--- src/eos_pkg.sv ---
// package: constants and types for the status, read-back and waveform nonvolatile command slice
package eos_pkg;

    // ------------------------------------------------------------
    // opcodes
    // ------------------------------------------------------------
    localparam logic [7:0] EOS_OP_OPT_READ  = 8'h2D;
    localparam logic [7:0] EOS_OP_UID_READ  = 8'h2E;
    localparam logic [7:0] EOS_OP_STAT_READ = 8'h2F;
    localparam logic [7:0] EOS_OP_WS_PROG   = 8'h30;
    localparam logic [7:0] EOS_OP_WS_LOAD   = 8'h31;

    // ------------------------------------------------------------
    // status byte layout
    // ------------------------------------------------------------
    localparam int         EOS_ST_HV_POS   = 5;
    localparam int         EOS_ST_VCI_POS  = 4;
    localparam int         EOS_ST_BUSY_POS = 2;
    localparam logic [1:0] EOS_CHIP_ID_DEF = 2'h2;  // arbitrary value

    // ------------------------------------------------------------
    // read-back lengths
    // ------------------------------------------------------------
    localparam logic [3:0] EOS_OPT_BYTES = 4'hB;
    localparam logic [3:0] EOS_UID_BYTES = 4'hA;

    // ------------------------------------------------------------
    // timing
    // ------------------------------------------------------------
    localparam int          EOS_CLK_MHZ        = 50;
    localparam int          EOS_WS_PROG_US     = 100;
    localparam int          EOS_WS_LOAD_US     = 10;
    localparam int          EOS_WS_PROG_CYC    = EOS_WS_PROG_US * EOS_CLK_MHZ;
    localparam logic [15:0] EOS_WS_LOAD_CYC    = 16'(EOS_WS_LOAD_US * EOS_CLK_MHZ);

    // ------------------------------------------------------------
    // reset values
    // ------------------------------------------------------------
    localparam logic [7:0] EOS_CMD_RST = 8'h00;
    localparam logic [2:0] EOS_BIT_RST = 3'h0;
    localparam logic [3:0] EOS_IDX_RST = 4'h0;

    // ------------------------------------------------------------
    // types
    // ------------------------------------------------------------
    typedef struct packed {
        logic cs_n;
        logic scl;
        logic dc;
        logic sdi;
    } eos_pins_type;

    typedef struct packed {
        logic [7:0]      vcom_sel;
        logic [7:0]      vcom_reg;
        logic [4:0][7:0] disp_mode;
        logic [3:0][7:0] ws_version;
    } eos_opts_type;

    typedef logic [9:0][7:0] eos_uid_type;

    typedef enum logic [1:0] {
        EOS_IDLE,
        EOS_PROG,
        EOS_LOAD
    } eos_state_type;

endpackage : eos_pkg
--- src/eos_cmd.sv ---
// module: serial command slice for status read, stored-option read-back and waveform nonvolatile ops
`timescale 1ns/100ps
// Functional notes
// - opcode 2F returns one status byte with bits 7, 6 and 3 zero
// - status bit 5 is high-voltage not-ready flag, zero after reset
// - status bit 4 is supply-below-level flag, zero after reset
// - status bit 2 mirrors internal busy, zero after reset
// - status bits 1:0 hold a fixed chip identification code
// - opcode 30 programs waveform settings into nonvolatile memory from display RAM
// - opcode 31 loads waveform settings from nonvolatile memory into working registers
// - busy output stays high while program or load runs
module eos_cmd #(
    parameter int PROG_CYC = eos_pkg::EOS_WS_PROG_CYC
) (
    input  wire logic                 sys_clk_i,
    input  wire logic                 rst_n_i,
    input  wire eos_pkg::eos_pins_type pins_i,
    output logic                      sda_o,
    output logic                      sda_oe_o,
    output logic                      busy_o,
    input  wire logic                 hv_not_ready_i,
    input  wire logic                 vci_low_i,
    input  wire eos_pkg::eos_opts_type opts_i,
    input  wire eos_pkg::eos_uid_type  uid_i,
    output logic                      ws_prog_o,
    output logic                      ws_load_o
);
    import eos_pkg::*;

    // ------------------------------------------------------------
    // pin synchronisers
    // ------------------------------------------------------------
    eos_pins_type  pin_s1_q;
    eos_pins_type  pin_s2_q;
    logic          scl_d_q;
    logic [2:0]    bit_q;
    logic [7:0]    rx_q;
    logic [7:0]    tx_q;
    logic [7:0]    cmd_q;
    logic [3:0]    idx_q;
    logic          hv_q;
    logic          vci_q;
    logic [15:0]   cnt_q;
    eos_state_type state_q;

    always_ff @(posedge sys_clk_i) begin
        if (!rst_n_i) begin
            // serial clock idles high, so reset to that level to avoid a false edge
            pin_s1_q <= '{cs_n: 1'b1, scl: 1'b1, dc: 1'b0, sdi: 1'b0};
            pin_s2_q <= '{cs_n: 1'b1, scl: 1'b1, dc: 1'b0, sdi: 1'b0};
            scl_d_q  <= 1'b1;
        end else begin
            pin_s1_q <= pins_i;
            pin_s2_q <= pin_s1_q;
            scl_d_q  <= pin_s2_q.scl;
        end
    end

    // ------------------------------------------------------------
    // byte framing and read-back selection
    // ------------------------------------------------------------
    logic                  scl_rise_w;
    logic                  byte_done_w;
    logic                  cmd_done_w;
    logic                  data_done_w;
    logic [7:0]            rx_byte_w;
    logic [7:0]            sel_cmd_w;
    logic [3:0]            sel_idx_w;
    logic [10:0][7:0]      opt_arr_w;
    logic [7:0]            opt_byte_w;
    logic [7:0]            uid_byte_w;
    logic [7:0]            status_w;
    logic [7:0]            stat_byte_w;
    logic [7:0]            rd_byte_w;
    logic                  rd_cmd_w;
    logic                  busy_w;

    assign scl_rise_w  = pin_s2_q.scl && !scl_d_q && !pin_s2_q.cs_n;
    assign byte_done_w = scl_rise_w && (bit_q == 3'h7);
    assign cmd_done_w  = byte_done_w && !pin_s2_q.dc;
    assign data_done_w = byte_done_w && pin_s2_q.dc;
    assign rx_byte_w   = {rx_q[6:0], pin_s2_q.sdi};
    // next byte to send: first byte of a new command, else the following one
    assign sel_cmd_w   = cmd_done_w ? rx_byte_w : cmd_q;
    assign sel_idx_w   = cmd_done_w ? EOS_IDX_RST : idx_q + 4'h1;

    assign busy_w      = (state_q != EOS_IDLE);
    assign status_w    = {2'b00, hv_q, vci_q, 1'b0, busy_w, EOS_CHIP_ID_DEF};

    // vcom selection sits in the top byte of the packed struct
    assign opt_arr_w   = opts_i;
    assign opt_byte_w  = (sel_idx_w < EOS_OPT_BYTES) ?
                         opt_arr_w[EOS_OPT_BYTES - 4'h1 - sel_idx_w] : 8'h00;
    assign uid_byte_w  = (sel_idx_w < EOS_UID_BYTES) ? uid_i[sel_idx_w] : 8'h00;

    // only the first data byte after the status command, and every 16th byte after it as the index wraps, carries the status
    assign stat_byte_w = (sel_idx_w == EOS_IDX_RST) ? status_w : 8'h00;
    assign rd_byte_w   = (sel_cmd_w == EOS_OP_STAT_READ) ? stat_byte_w :
                         (sel_cmd_w == EOS_OP_OPT_READ)  ? opt_byte_w :
                         (sel_cmd_w == EOS_OP_UID_READ)  ? uid_byte_w : 8'h00;
    assign rd_cmd_w    = (cmd_q == EOS_OP_STAT_READ) || (cmd_q == EOS_OP_OPT_READ) ||
                         (cmd_q == EOS_OP_UID_READ);

    always_ff @(posedge sys_clk_i) begin
        if (!rst_n_i || pin_s2_q.cs_n) begin
            bit_q <= EOS_BIT_RST;
            rx_q  <= 8'h00;
        end else if (scl_rise_w) begin
            bit_q <= bit_q + 3'h1;
            rx_q  <= rx_byte_w;
        end
    end

    // host samples on the rising edge; shifting a few clocks later keeps the bit stable then
    always_ff @(posedge sys_clk_i) begin
        if (!rst_n_i) begin
            cmd_q <= EOS_CMD_RST;
            idx_q <= EOS_IDX_RST;
            tx_q  <= 8'h00;
        end else if (byte_done_w) begin
            cmd_q <= sel_cmd_w;
            idx_q <= sel_idx_w;
            tx_q  <= rd_byte_w;
        end else if (scl_rise_w) begin
            tx_q  <= {tx_q[6:0], 1'b0};
        end
    end

    always_ff @(posedge sys_clk_i) begin
        if (!rst_n_i) begin
            sda_o    <= 1'b0;
            sda_oe_o <= 1'b0;
        end else begin
            sda_o    <= tx_q[7];
            sda_oe_o <= rd_cmd_w && pin_s2_q.dc && !pin_s2_q.cs_n;
        end
    end

    // ------------------------------------------------------------
    // status flags
    // ------------------------------------------------------------
    // detection logic drives these on this clock, so no synchroniser
    always_ff @(posedge sys_clk_i) begin
        if (!rst_n_i) begin
            hv_q  <= 1'b0;
            vci_q <= 1'b0;
        end else begin
            hv_q  <= hv_not_ready_i;
            vci_q <= vci_low_i;
        end
    end

    // ------------------------------------------------------------
    // waveform program / load sequencer
    // ------------------------------------------------------------
    logic        start_prog_w;
    logic        start_load_w;
    logic        run_end_w;

    // a new program or load is ignored while one is running
    assign start_prog_w = cmd_done_w && (rx_byte_w == EOS_OP_WS_PROG) && !busy_w;
    assign start_load_w = cmd_done_w && (rx_byte_w == EOS_OP_WS_LOAD) && !busy_w;
    assign run_end_w    = busy_w && (cnt_q == 16'h0001);

    always_ff @(posedge sys_clk_i) begin
        if (!rst_n_i) begin
            state_q <= EOS_IDLE;
            cnt_q   <= 16'h0000;
        end else begin
            case (state_q)
                EOS_IDLE: begin
                    if (start_prog_w) begin
                        state_q <= EOS_PROG;
                        cnt_q   <= 16'(PROG_CYC);
                    end else if (start_load_w) begin
                        state_q <= EOS_LOAD;
                        cnt_q   <= EOS_WS_LOAD_CYC;
                    end
                end
                default: begin
                    cnt_q <= cnt_q - 16'h0001;
                    if (run_end_w) begin
                        state_q <= EOS_IDLE;
                    end
                end
            endcase
        end
    end

    always_ff @(posedge sys_clk_i) begin
        if (!rst_n_i) begin
            busy_o    <= 1'b0;
            ws_prog_o <= 1'b0;
            ws_load_o <= 1'b0;
        end else begin
            busy_o    <= (start_prog_w || start_load_w || busy_w) && !run_end_w;
            ws_prog_o <= start_prog_w || (state_q == EOS_PROG && !run_end_w);
            ws_load_o <= start_load_w || (state_q == EOS_LOAD && !run_end_w);
        end
    end
endmodule : eos_cmd

--- config.mk ---
export PLATFORM = sky130hd
export DESIGN_NAME = eos_cmd
export DESIGN_NICKNAME = d
export VERILOG_FILES = /design/src/eos_pkg.sv /design/src/eos_cmd.sv
export SDC_FILE = /design/constraint.sdc
export NUM_CORES = 1
export LEC_CHECK = 0
export BUFFER_PORTS_ARGS = -buffer_cell sky130_fd_sc_hd__buf_4
export CORE_MARGIN = 5
export CORE_UTILIZATION = 55
export CTS_BUF_LIST = sky130_fd_sc_hd__clkbuf_4
export DETAILED_ROUTE_END_ITERATION = 7
export PLACE_DENSITY = 0.88
export SLEW_MARGIN = 20
export SYNTH_ARGS = -nofsm -noshare
export SYNTH_HDL_FRONTEND = slang
export SYNTH_SLANG_ARGS = --single-unit
--- constraint.sdc ---
create_clock -name sys_clk_i -period 3.9 [get_ports sys_clk_i]
set_clock_uncertainty 0.05 [all_clocks]
set_input_delay 0.195 -clock sys_clk_i [delete_from_list [all_inputs] [get_ports sys_clk_i]]
set_output_delay 0.195 -clock sys_clk_i [all_outputs]
set_load 0.01 [all_outputs]
## After elaboration in Yosys (flattened, before gate mapping)

Index checks and enable logic that the tools add are counted.

| storage, ports and cells | value |
|---|---|
| bits in registers | 64 |
| input port bits | 176 |
| output and inout port bits | 5 |
| word-level logic and storage cells | 98 |

| operators by class | value |
|---|---|
| $add $sub $neg | 4 |
| $lt $le $gt $ge | 4 |
| eq/ne operators | 13 |
| multiplexer cells | 21 |
| reduce and logical (&&, ||, !) cells | 33 |

Operator list:

| cell | count |
|---|---|
| $mux W8 | 10 |
| $bmux W8 S4 | 2 |
| $eq A8 B6 Y1 const B | 8 |
| $mux W16 | 3 |
| $eq A16 B1 Y1 const B | 1 |
| $sub A16 B1 Y16 const B | 1 |
| $logic_and A1 B1 Y1 | 14 |
| $lt A4 B5 Y1 const B | 2 |
| $lt A4 B4 Y1 const B | 2 |
| $mux W2 | 4 |
| $logic_or A1 B1 Y1 | 7 |
| $logic_not A1 Y1 | 6 |
| $mux W6 | 1 |
| $reduce_bool A2 Y1 | 3 |
| $add A4 B1 Y4 const B | 1 |
| $logic_not A4 Y1 | 1 |
| $mux W4 | 1 |
| $sub A4 B4 Y4 const A | 1 |
| $add A3 B1 Y3 const B | 1 |
| $eq A3 B3 Y1 const B | 1 |
| $ne A3 B3 Y1 const B | 1 |
| $eq A2 B1 Y1 const B | 1 |
| $eq A2 B2 Y1 const B | 1 |
| $logic_not A2 Y1 | 1 |
| $reduce_and A2 Y1 | 1 |

## Logic depth before layout (Yosys ltp)

Gate-level depths: netlist of the first run.

| depth | value |
|---|---|
| word-level depth | 13 |
| gate-level depth with buffers | 12 |

## Worst setup path after synthesis of the first run

No wires, ideal clock.

| timing | value |
|---|---|
| path type | register to register |
| from | register bit_q[0] |
| to | register tx_q[4] |
| library setup time | 0.058 ns |
| arrival | 2.288 ns |
| data required time | 3.792 ns |
| slack | 1.504 ns |
| stages on the path, launching flop included | 10 |
| path buffers | 0 |
| clock period less this slack | 2.396 ns |
| cells stage by stage | dfxtp_1 -> ha_1 -> ha_1 -> nand2b_1 -> o21ai_2 -> o31a_1 -> a21o_1 -> or4_1 -> a211oi_1 -> a311o_2 |

| between the ends | value |
|---|---|
| longest elaborated chain between the ends | 11 |

RTL lines:

| element | line | source |
|---|---|---|
| start, declared | eos_cmd.sv:36 | `logic [2:0] bit_q;` |
| start signal, assigned | eos_cmd.sv:109 | `bit_q <= bit_q + 3'h1;` |
| $eq A3 B3 Y1 (*) | eos_cmd.sv:79 | `assign byte_done_w = scl_rise_w && (bit_q == 3'h7);` |
| $logic_and A1 B1 Y1 (*) | eos_cmd.sv:79 |  |
| $logic_and A1 B1 Y1 | eos_cmd.sv:80 | `assign cmd_done_w = byte_done_w && !pin_s2_q.dc;` |
| $mux W4 | eos_cmd.sv:85 | `assign sel_idx_w = cmd_done_w ? EOS_IDX_RST : idx_q + 4'h1;` |
| $sub A4 B4 Y4 / $bmux W8 S4 (equally long branches) | eos_cmd.sv:93, eos_cmd.sv:94 |  |
| $bmux W8 S4 / $mux W8 (equally long branches) | eos_cmd.sv:93, eos_cmd.sv:94 |  |
| $mux W8 (on tied branches) | eos_cmd.sv:93, eos_cmd.sv:94 |  |
| $mux W8 (on tied branches) | eos_cmd.sv:92, eos_cmd.sv:100 |  |
| $mux W8 | eos_cmd.sv:99 | `(sel_cmd_w == EOS_OP_OPT_READ) ? opt_byte_w :` |
| $mux W8 | eos_cmd.sv:98 | `assign rd_byte_w = (sel_cmd_w == EOS_OP_STAT_READ) ? stat_byte_w :` |
| $mux W8 | eos_cmd.sv:120 | `end else if (byte_done_w) begin` |
| end signal, assigned | eos_cmd.sv:123 | `tx_q <= rd_byte_w;` |
| end signal, assigned | eos_cmd.sv:125 | `tx_q <= {tx_q[6:0], 1'b0};` |
| end, declared | eos_cmd.sv:38 | `logic [7:0] tx_q;` |

Every way passes the cells marked *; elsewhere a longest branch is shown, timed or not. The select of a mux whose other input is x is not followed.
A chain may end at the register's enable or synchronous reset.

## Worst setup path after layout of the first run

| timing | value |
|---|---|
| from | register bit_q[0] |
| to | register tx_q[3] |

The elaborated chain is that of the path after synthesis.

==> results of run 1 <==
worst max path at each step:
stage          cells after the start      end  startpoint  slack, ns
6_report                           9  tx_q[3]    bit_q[0]       0.61
2_1_floorplan                      9  tx_q[4]    bit_q[0]       1.50
3_3_place_gp                       9  tx_q[3]    bit_q[0]       0.93
4_1_cts                            9  tx_q[3]    bit_q[0]       0.74
3_5_place_dp                       9  tx_q[3]    bit_q[0]       0.75
5_1_grt                            9  tx_q[3]    bit_q[0]       0.33
registers in the layout, summed over array words and instances, names as in the netlist:
signal / count
ws_prog_o: 1
state_q: 2
pin_s1_q: 4
sda_o: 1
busy_o: 1
pin_s2_q: 4
idx_q: 4
bit_q: 3
ws_load_o: 1
rx_q: 7
vci_q: 1
sda_oe_o: 1
cmd_q: 8
cnt_q: 16
tx_q: 8
hv_q: 1
scl_d_q: 1
repair_timing:
item / CTS / global route
setup buffers: 0 / 0
hold endpoints to repair: 6 / 0
hold buffers: 6 / 0
routing by layer:
| layer | up-vias | global-route usage [%] | routed length (µm) |
|---|---|---|---|
| li1 | 2794 | - | - |
| met1 | 2792 | 43.5 | 7390 |
| met2 | 384 | 58.8 | 9110 |
| met3 | 56 | 7.58 | 1990 |
| met4 | 0 | 12.5 | 649 |
| met5 | - | 0 | 0 |
power by group through the flow:
| stage | Combinational (mW) | Clock, mW | Sequential (mW) |
|---|---|---|---|
| finish | 0.220 | 0.463 | 0.662 |
| CTS | 0.217 | 0.460 | 0.662 |
| floorplan | 0.0574 | 0 | 0.676 |
| global route | 0.234 | 0.492 | 0.663 |
| global placement | 0.209 | 0 | 0.677 |
| detailed placement | 0.211 | 0 | 0.677 |
cell type report:
cell class | count | area (µm²) | area share, %
tap | 108 | 135 | 2.12
clock buffer | 13 | 97.6 | 1.53
clock inverter | 3 | 42.5 | 0.669
multi-input combinational | 548 | 3280 | 51.6
inverter | 8 | 30.0 | 0.472
sequential | 64 | 1280 | 20.2
timing repair buffer | 197 | 1490 | 23.5
kinds of logic after synthesis:
family                     after synthesis  share of synthesized area [%]
AOI/OAI and AO/OA                      232                           30.5
xor gates and xnor gates                 5                          0.913
adders and majority gates                5                           1.30
buffers and inverters                   56                           4.95
DFF                                     64                           26.7
muxes                                   27                           6.05
and+or+nand+nor                        279                           29.6
cells in the final DEF (no fill, tap or decap), types with 4 or more instances in the layout:
cell type	n
buf_4	191
nand2_1	79
a21oi_1	69
dfxtp_1	63
nor2_1	53
o21ai_0	53
nand3_1	27
nand2b_1	23
nor3_1	21
a211oi_1	18
o22ai_1	18
and2_1	16
mux2_2	16
clkbuf_4	13
or3_1	11
mux2i_1	11
nor2b_1	9
a31oi_1	9
inv_1	8
or2_2	6
a2111oi_0	6
dlygate4sd3_1	6
o21a_1	5
nand4_1	5
o211ai_1	5
ha_1	5
o221ai_1	4
metrics by stage:
step | cells | instance area, µm² | hold slack, ns | worst slack [ns]
6_report | 941 | 6360 | 0.0711 | 0.607
5_1_grt | 941 | 6360 | 0.0632 | 0.328
4_1_cts | 941 | 6360 | 0.0583 | 0.736
3_5_place_dp | 919 | 6160 | 0.332 | 0.748
3_3_place_gp | 919 | 6160 | 0.332 | 0.927
2_1_floorplan | 668 | 4800 | 0.218 | 1.50
==> run metrics, run 1 <==
worst path cell trace ha_1 > ha_1 > nor2b_1 > nand2_1 > nand2_1 > o22ai_1 > a2111oi_0 > a2111oi_0 > a211oi_1; Reg power frac 49.2%; drc violations 0; Max FO, Critical Path 17; WL/cell around 20 µm; drt total wl about 19 mm; worst-case clock buffer depth 2; post-layout util roughly three quarters; FP Rows 34; arrival time at the worst endpoint 3.57 ns; Post-synth EDFFs 0; max-slew violation count 0; crit-path max cell delay 0.59 ns; Hold EP scl_d_q; Synth async-reset ratio 0%; status complete, no violations; Clk Latency, worst-skew pair 0.41 ns; Die W just over 100 µm; drt initial violations roughly 550; Synth Cell Area 0.00480 mm²; switching power 0.315 mW; Worst EP required 4.18 ns; Synth Register Bits 64; post-DP HPWL 14.9 mm; clk sinks 64; origin of the worst min-delay path rst_n_i; routed vias/inst 6.40; htree depth 3; CTS resizes 0; switch share 23.4%; Setup crit end kind flop; unrepaired setup endpoints after global routing no; worst slew pin tran just under 1 ns; final net count 1009; die area roughly 0.011 mm²; PortBufs between 150 and 200; Worst-path clk slew around 0.1 ns; Avg Cell Area, Syn about 7.2 µm²; layout cell share with drive strength beyond 1 28.9%; Yosys warnings 0; setup TNS 0 ns; sequential share of the synthesized area 26.7%; Remaining Overflow, GRT 0; first-pass GRT wire length ~29 mm; Final Hold Violating Endpoints 0; Final Setup Violations 0; Hold Path Stages 2; I/O pin count ~180; chip height 103 µm; Clk network pwr share 34.4%; Pwr per Cell Area approximately 210 mW/mm²; synthesized netlist cell count ~670; max cap viols 0; CTS tree yes; dominant cell type by area after synthesis dfxtp_1; synth unique cells 71; f_max approximately 0.30 GHz; GRT Total Usage 34.8%; fin crit period 3.29 ns; Synth Flop Type dfxtp_1; area of the core ~0.0086 mm²; largest net degree at the start of global routing 75; Synth top area share between 20% and 30%; top area cells in the synthesized netlist dfxtp_1 27%, a21oi_1 7.2%, nand2_1 6.2%; crit start category flop; Syn Nets between 800 and 900; clk root buf clkbuf_4; most common cell in the netlist nand2_1; Num CTS Buffers 9; post-route clock period utilization a little over four fifths; Synth top cells by count 79 x nand2_1, 69 x a21oi_1, 64 x dfxtp_1, 54 x o21ai_0, 53 x nor2_1; max_slew headroom roughly 34%; kind of critical path flop to flop; worst vdd ir 340 µV; CP delay by family, top simple AND/OR/NAND/NOR gates; Comb pwr share between 15 and 20%; Final GP Congestion between 1 and 1.5; Pint around 1.0 mW; Area Overhead vs Synth 32.6%; vias between 6000 and 7000; leakage 2.52 nW; Reg2Reg Depth 9; vias in the first global route around 5700; reg2reg start bit_q[0]; min-delay worst type input pin to flop; DRT antenna net count 0; antenna violations before repair 0; r2r setup slk between 0.6 and 0.7 ns; initial core utilization between 50% and 60%; n_diodes 0; Buf+Inv Stages, Crit Path 0; FILL cells 697; router iterations before antenna repair 5; slowest library cell on the worst path a2111oi_0; Tot Pwr between 1 and 1.5 mW; reg2reg end tx_q[3]
(Power assumes the default switching activity.)
==> run 2: changes to the inputs <==
--- a/config.mk
+++ b/config.mk
@@ -5,12 +5,13 @@
 export SDC_FILE = /design/constraint.sdc
 export NUM_CORES = 1
 export LEC_CHECK = 0
+export ABC_AREA = 1
 export BUFFER_PORTS_ARGS = -buffer_cell sky130_fd_sc_hd__buf_4
 export CORE_MARGIN = 5
-export CORE_UTILIZATION = 55
+export CORE_UTILIZATION = 52
 export CTS_BUF_LIST = sky130_fd_sc_hd__clkbuf_4
 export DETAILED_ROUTE_END_ITERATION = 7
-export PLACE_DENSITY = 0.88
+export PLACE_DENSITY = 0.84
 export SLEW_MARGIN = 20
 export SYNTH_ARGS = -nofsm -noshare
 export SYNTH_HDL_FRONTEND = slang
==> constraint.sdc (replaced) <==
create_clock -name sys_clk_i -period 3.4 [get_ports sys_clk_i]
set_clock_uncertainty 0.05 [all_clocks]
set_input_delay 0.17 -clock sys_clk_i [delete_from_list [all_inputs] [get_ports sys_clk_i]]
set_output_delay 0.17 -clock sys_clk_i [all_outputs]
set_load 0.01 [all_outputs]
==> run 2 against run 1 <==
- sequential power up 15%
- largest power group unchanged
- setup slack got worse by 0.083 ns
- global-route usage fell by 5.7 points
- critical path type unchanged
- clock power is 42% higher
==> run metrics, run 2 <==
Worst-path clk slew about 0.11 ns; Worst EP required 3.68 ns; WL/cell between 10 and 15 µm; post-route clock period utilization a little over four fifths; CTS resizes 0; crit start category flop; Num CTS Buffers 9; Clk Latency, worst-skew pair about 0.41 ns; setup TNS 0 ns; worst vdd ir approximately 260 µV; Biggest register cnt_q; htree depth 3; Setup crit end kind flop; worst-case clock buffer depth 2; clk root buf clkbuf_4; Die W around 110 µm; drc violations 0; drt total wl 16.9 mm; Synth Cell Area between 0.004 and 0.005 mm²; layout cell share with drive strength beyond 1 24.3%; most common cell in the netlist nand2_1; initial core utilization around 53%; # hold bufs at CTS 6; reg2reg start bit_q[1]; max-slew violation count 0; DRT antenna net count 0; final setup margin approximately 0.52 ns; fin crit period 2.88 ns; Synth async-reset ratio 0%; final net count roughly 1200; CTS tree yes; max_slew headroom 49.2%; crit path launch bit_q[1]; antenna violations before repair 0; synth unique cells 39; worst slew pin tran 0.759 ns; sequential share of the synthesized area a little over a quarter; max cap viols 0; first-pass GRT wire length 27.0 mm; post-DP HPWL ~13 mm; post-layout util 71.0%; PortBufs 180; Final Setup Violations 0; Final Hold Violating Endpoints 0; Placement Setup Slack 0.632 ns; drt initial violations roughly 600; f_max roughly 0.35 GHz; synthesized netlist cell count 852; FILL cells 822; commonest non-fill, non-tap cell in the layout nand2_1; unrepaired setup endpoints after global routing no; dominant cell type by area after synthesis dfxtp_1; vias between 6000 and 7000; postcts setup bufs 0; n_diodes 0; chip height around 110 µm; routed vias/inst 5.30; router iterations before antenna repair 5; Syn Nets 1033; Max FO, Critical Path 24; WHS around 0.032 ns; origin of the worst min-delay path rst_n_i; arrival time at the worst endpoint around 3.2 ns; vias in the first global route around 5500; top area cells in the synthesized netlist dfxtp_1 26%, nand2_1 21%, nand3_1 10%; die area ~0.011 mm²; status complete, no violations; GRT Total Usage a little under 30%; Synth top area share around a quarter; kind of critical path flop to flop; Post-synth EDFFs 0; Synth Flop Type dfxtp_1; leakage 3.41 nW; Pwr per Cell Area 256 mW/mm²; most frequent cells in the layout 270 x nand2_1, 188 x buf_4, 116 x inv_1, 101 x nand3_1, 73 x nor2_1; Largest register FFs 16; biggest registers after layout cnt_q x16, cmd_q x8, tx_q x8; Yosys warnings 0; I/O pin count 181; Final GP Congestion around 0.9; Remaining Overflow, GRT 0; largest net degree at the start of global routing 88; Avg Cell Area, Syn between 5 and 6 µm²; Synth top cells by count 270 x nand2_1, 116 x inv_1, 101 x nand3_1, 73 x nor2_1, 64 x dfxtp_1; area of the core between 0.009 and 0.01 mm²; min-delay worst type input pin to flop; Synth Register Bits 64; Area Overhead vs Synth 33.9%; clk sinks 64; FP Rows 35; Tot Pwr about 1.7 mW
==> run 2: worst max-delay path, cell delays in order, from the launching register on <==
cell	delay, ns
dfxtp_1	0.36
ha_1	0.15
ha_1	0.20
nand4_4	0.27
nand2_1	0.36
nor2_1	0.18
nor2_4	0.47
nand3_1	0.19
nand3_1	0.14
nand3_1	0.08
nand2_1	0.12
nand3_1	0.09
a21oi_1	0.12
==> run 2: where the power goes <==
group	switching, mW	internal (mW)
Sequential	0.00294	0.756
Clock	0.279	0.378
Combinational	0.0882	0.168
Total	0.370	1.30
==> run 2: per-stage QoR <==
step	instance area, µm²	cells
floorplan	4870	852
global placement	6280	1118
detailed placement	6280	1118
CTS	6530	1140
global route	6530	1140
finish	6530	1140
==> run 2: layout make-up <==
| class | instances | area [µm²] | share of cell area [%] |
|---|---|---|---|
| sequential | 64 | 1280 | 19.6 |
| inverter | 119 | 447 | 6.84 |
| timing repair buffer | 195 | 1490 | 22.8 |
| multi-input combinational | 635 | 2990 | 45.8 |
| clock buffer | 10 | 75.1 | 1.15 |
| tap | 111 | 139 | 2.13 |
| clock inverter | 6 | 108 | 1.65 |
==> run 2: layer usage <==
layer / wire, µm / part of all wire, % / global-route usage [%]
met2: 8070 / 48 / 49.9
met5: 0 / 0 / 0
met3: 1270 / 7.5 / 6.02
met4: 362 / 2.1 / 7.67
met1: 7210 / 43 / 37.1
==> run 2: final timing paths <==
path | cells past startpoint | slack, ns | end
worst max-delay path | 12 | 0.52 | tx_q[0]
worst min-delay path | 2 | 0.03 | scl_d_q
worst max register to register | 12 | 0.52 | tx_q[0]
worst min register to register | 2 | 0.37 | pin_s2_q[0]
==> run 2: kinds of logic after synthesis <==
| group | after synthesis | synth area share, % |
|---|---|---|
| xor+xnor | 3 | 0.539 |
| compound gates | 123 | 14.3 |
| fa+ha+maj | 5 | 1.28 |
| buf+inv | 153 | 12.4 |
| simple gates | 504 | 45.1 |
| flops | 64 | 26.3 |
==> run 3: changes to the inputs <==
--- a/config.mk
+++ b/config.mk
@@ -8,10 +8,10 @@
 export ABC_AREA = 1
 export BUFFER_PORTS_ARGS = -buffer_cell sky130_fd_sc_hd__buf_4
 export CORE_MARGIN = 5
-export CORE_UTILIZATION = 52
+export CORE_UTILIZATION = 47
 export CTS_BUF_LIST = sky130_fd_sc_hd__clkbuf_4
 export DETAILED_ROUTE_END_ITERATION = 7
-export PLACE_DENSITY = 0.84
+export PLACE_DENSITY = 0.8
 export SLEW_MARGIN = 20
 export SYNTH_ARGS = -nofsm -noshare
 export SYNTH_HDL_FRONTEND = slang
==> constraint.sdc (replaced) <==
create_clock -name sys_clk_i -period 2.55 [get_ports sys_clk_i]
set_clock_uncertainty 0.05 [all_clocks]
set_input_delay 0.1275 -clock sys_clk_i [delete_from_list [all_inputs] [get_ports sys_clk_i]]
set_output_delay 0.1275 -clock sys_clk_i [all_outputs]
set_load 0.01 [all_outputs]
==> run 3 against run 2 <==
- sequential share of layout area decreased by 0.50 points
- hold slack gained 0.16 ns
- cell count increased by 3.4%
- die area grew 9.6%
- routed wire length rose by 0.72%
- count of clock-buffer cells in the layout rose by 1
- utilization decreased by 5.5 points
- sequential power up 33%
- highest routed layer unchanged
- global-route usage is 2.7 points lower
==> run metrics, run 3 (synthesis results as in run 2) <==
drt total wl 17.0 mm; Final Hold Violating Endpoints 0; CTS tree yes; initial core utilization between 40% and 50%; kind of critical path flop to flop; antenna violations before repair 0; post-route clock period utilization 92.6%; htree depth 3; Remaining Overflow, GRT 0; Die W between 100 and 150 µm; FILL cells a little under 1000; crit start category flop; FP Rows 37; slowest library cell on the worst path dfxtp_1; post-layout util about 65%; Setup crit end kind flop; drc violations 0; postcts setup bufs 0; clk root buf clkbuf_4; Finished Layout Cells 1179; DRT antenna net count 0; Area Overhead vs Synth 37.4%; GRT Total Usage roughly a quarter; post-DP HPWL 13.1 mm; crit-path max cell delay roughly 0.35 ns; status complete, no violations; Worst EP required 2.80 ns; Largest register FFs 16; Biggest register cnt_q; Final Setup Violations 0; Num CTS Buffers 9; drt initial violations about 430; WL/cell approximately 14 µm; worst slew pin tran 0.569 ns; largest net degree at the start of global routing 44; unrepaired setup endpoints after global routing yes; Final GP Congestion approximately 0.94; PortBufs 180; vias between 6000 and 7000; chip height 112 µm; arrival time at the worst endpoint 2.61 ns; n_diodes 0; max cap viols 0; worst vdd ir 341 µV; worst-case clock buffer depth 2; routed vias/inst slightly above 5; leakage about 3.5 nW; worst path cell trace ha_1 > ha_1 > nand4_4 > buf_12 > o21ai_1 > nand2_2 > nor2_4 > nand2_2 > a21oi_1 > nand2_1 > nand3_1 > a21oi_1; first-pass GRT wire length around 27 mm; Clk Latency, worst-skew pair approximately 0.4 ns; vias in the first global route 5692; I/O pin count 181; commonest non-fill, non-tap cell in the layout nand2_1; die area around 0.013 mm²; most frequent cells in the layout 265 x nand2_1, 197 x buf_4, 116 x inv_1, 101 x nand3_1, 71 x nor2_1; dpl cells 1156; final net count between 1000 and 1500; area of the core about 0.01 mm²; f_max roughly 0.42 GHz; Worst-path clk slew 0.11 ns; min-delay worst type input pin to flop; biggest registers after layout cnt_q x16, cmd_q x8, tx_q x8; clk sinks 64; Max FO, Critical Path 21; Pwr per Cell Area 300 mW/mm²; router iterations before antenna repair 5; layout cell share with drive strength beyond 1 between 20% and 30%; fin crit period ~2.4 ns; max_slew headroom between 60% and 70%; WHS between 0.15 and 0.2 ns; max-slew violation count 0
## run 3: metal layers
| metal | global-route usage (%) | part of all wire, % | vias up | routed length (µm) |
|---|---|---|---|---|
| li1 | - | - | 3083 | - |
| met1 | 33.1 | 42 | 2750 | 7230 |
| met2 | 44.1 | 48 | 239 | 8160 |
| met3 | 5.60 | 7.1 | 35 | 1200 |
| met4 | 10.1 | 2.6 | 0 | 437 |
| met5 | 0 | 0 | - | 0 |
## run 3: final cells by class
| class | count | area, µm² | area share (%) |
|---|---|---|---|
| sequential | 64 | 1280 | 19.1 |
| clock buffer | 11 | 82.6 | 1.23 |
| timing repair buffer | 209 | 1640 | 24.4 |
| inverter | 119 | 447 | 6.67 |
| tap | 136 | 170 | 2.54 |
| multi-input combinational | 636 | 3040 | 45.3 |
| clock inverter | 4 | 46.3 | 0.691 |
## run 3: worst max-delay path: cells and delay by family, from the launching register on
family          cells  cell delay, ns
compound gates      3            0.44
fa+ha+maj           2            0.35
buf+inv             1            0.21
flops               1            0.35
simple gates        6            0.86
## run 3: worst paths after layout
| check | start | end | slack [ns] | depth (start not counted) |
|---|---|---|---|---|
| hold reg to reg | pin_s1_q[0] | pin_s2_q[0] | 0.37 | 2 |
| hold / removal | opts_i[87] | tx_q[7] | 0.19 | 7 |
| setup / recovery | bit_q[1] | tx_q[3] | 0.19 | 12 |
| setup reg to reg | bit_q[1] | tx_q[3] | 0.19 | 12 |
## run 3: per-stage QoR
step | worst slack (ns) | instance area [µm²] | total power [mW] | TNS [ns]
4_1_cts | 0.0866 | 6640 | 2.02 | 0
6_report | 0.188 | 6700 | 2.01 | 0
5_1_grt | -0.0552 | 6700 | 2.11 | -0.144
3_5_place_dp | 0.121 | 6440 | 1.37 | 0
3_3_place_gp | 0.126 | 6440 | 1.36 | 0
2_1_floorplan | 0.510 | 4870 | 1.13 | 0
## run 3: report_power, final
part	total, mW	switching (mW)	internal, mW
Clock	0.654	0.343	0.311
Combinational	0.343	0.118	0.225
Sequential	1.01	0.00381	1.01
Total	2.01	0.464	1.54
## run 3: repair_timing
item | CTS | global route
resized for setup | 0 | 16
endpoints found under the setup margin | 0 | 8
hold buffers | 7 | 0
hold endpoints to repair | 7 | 0
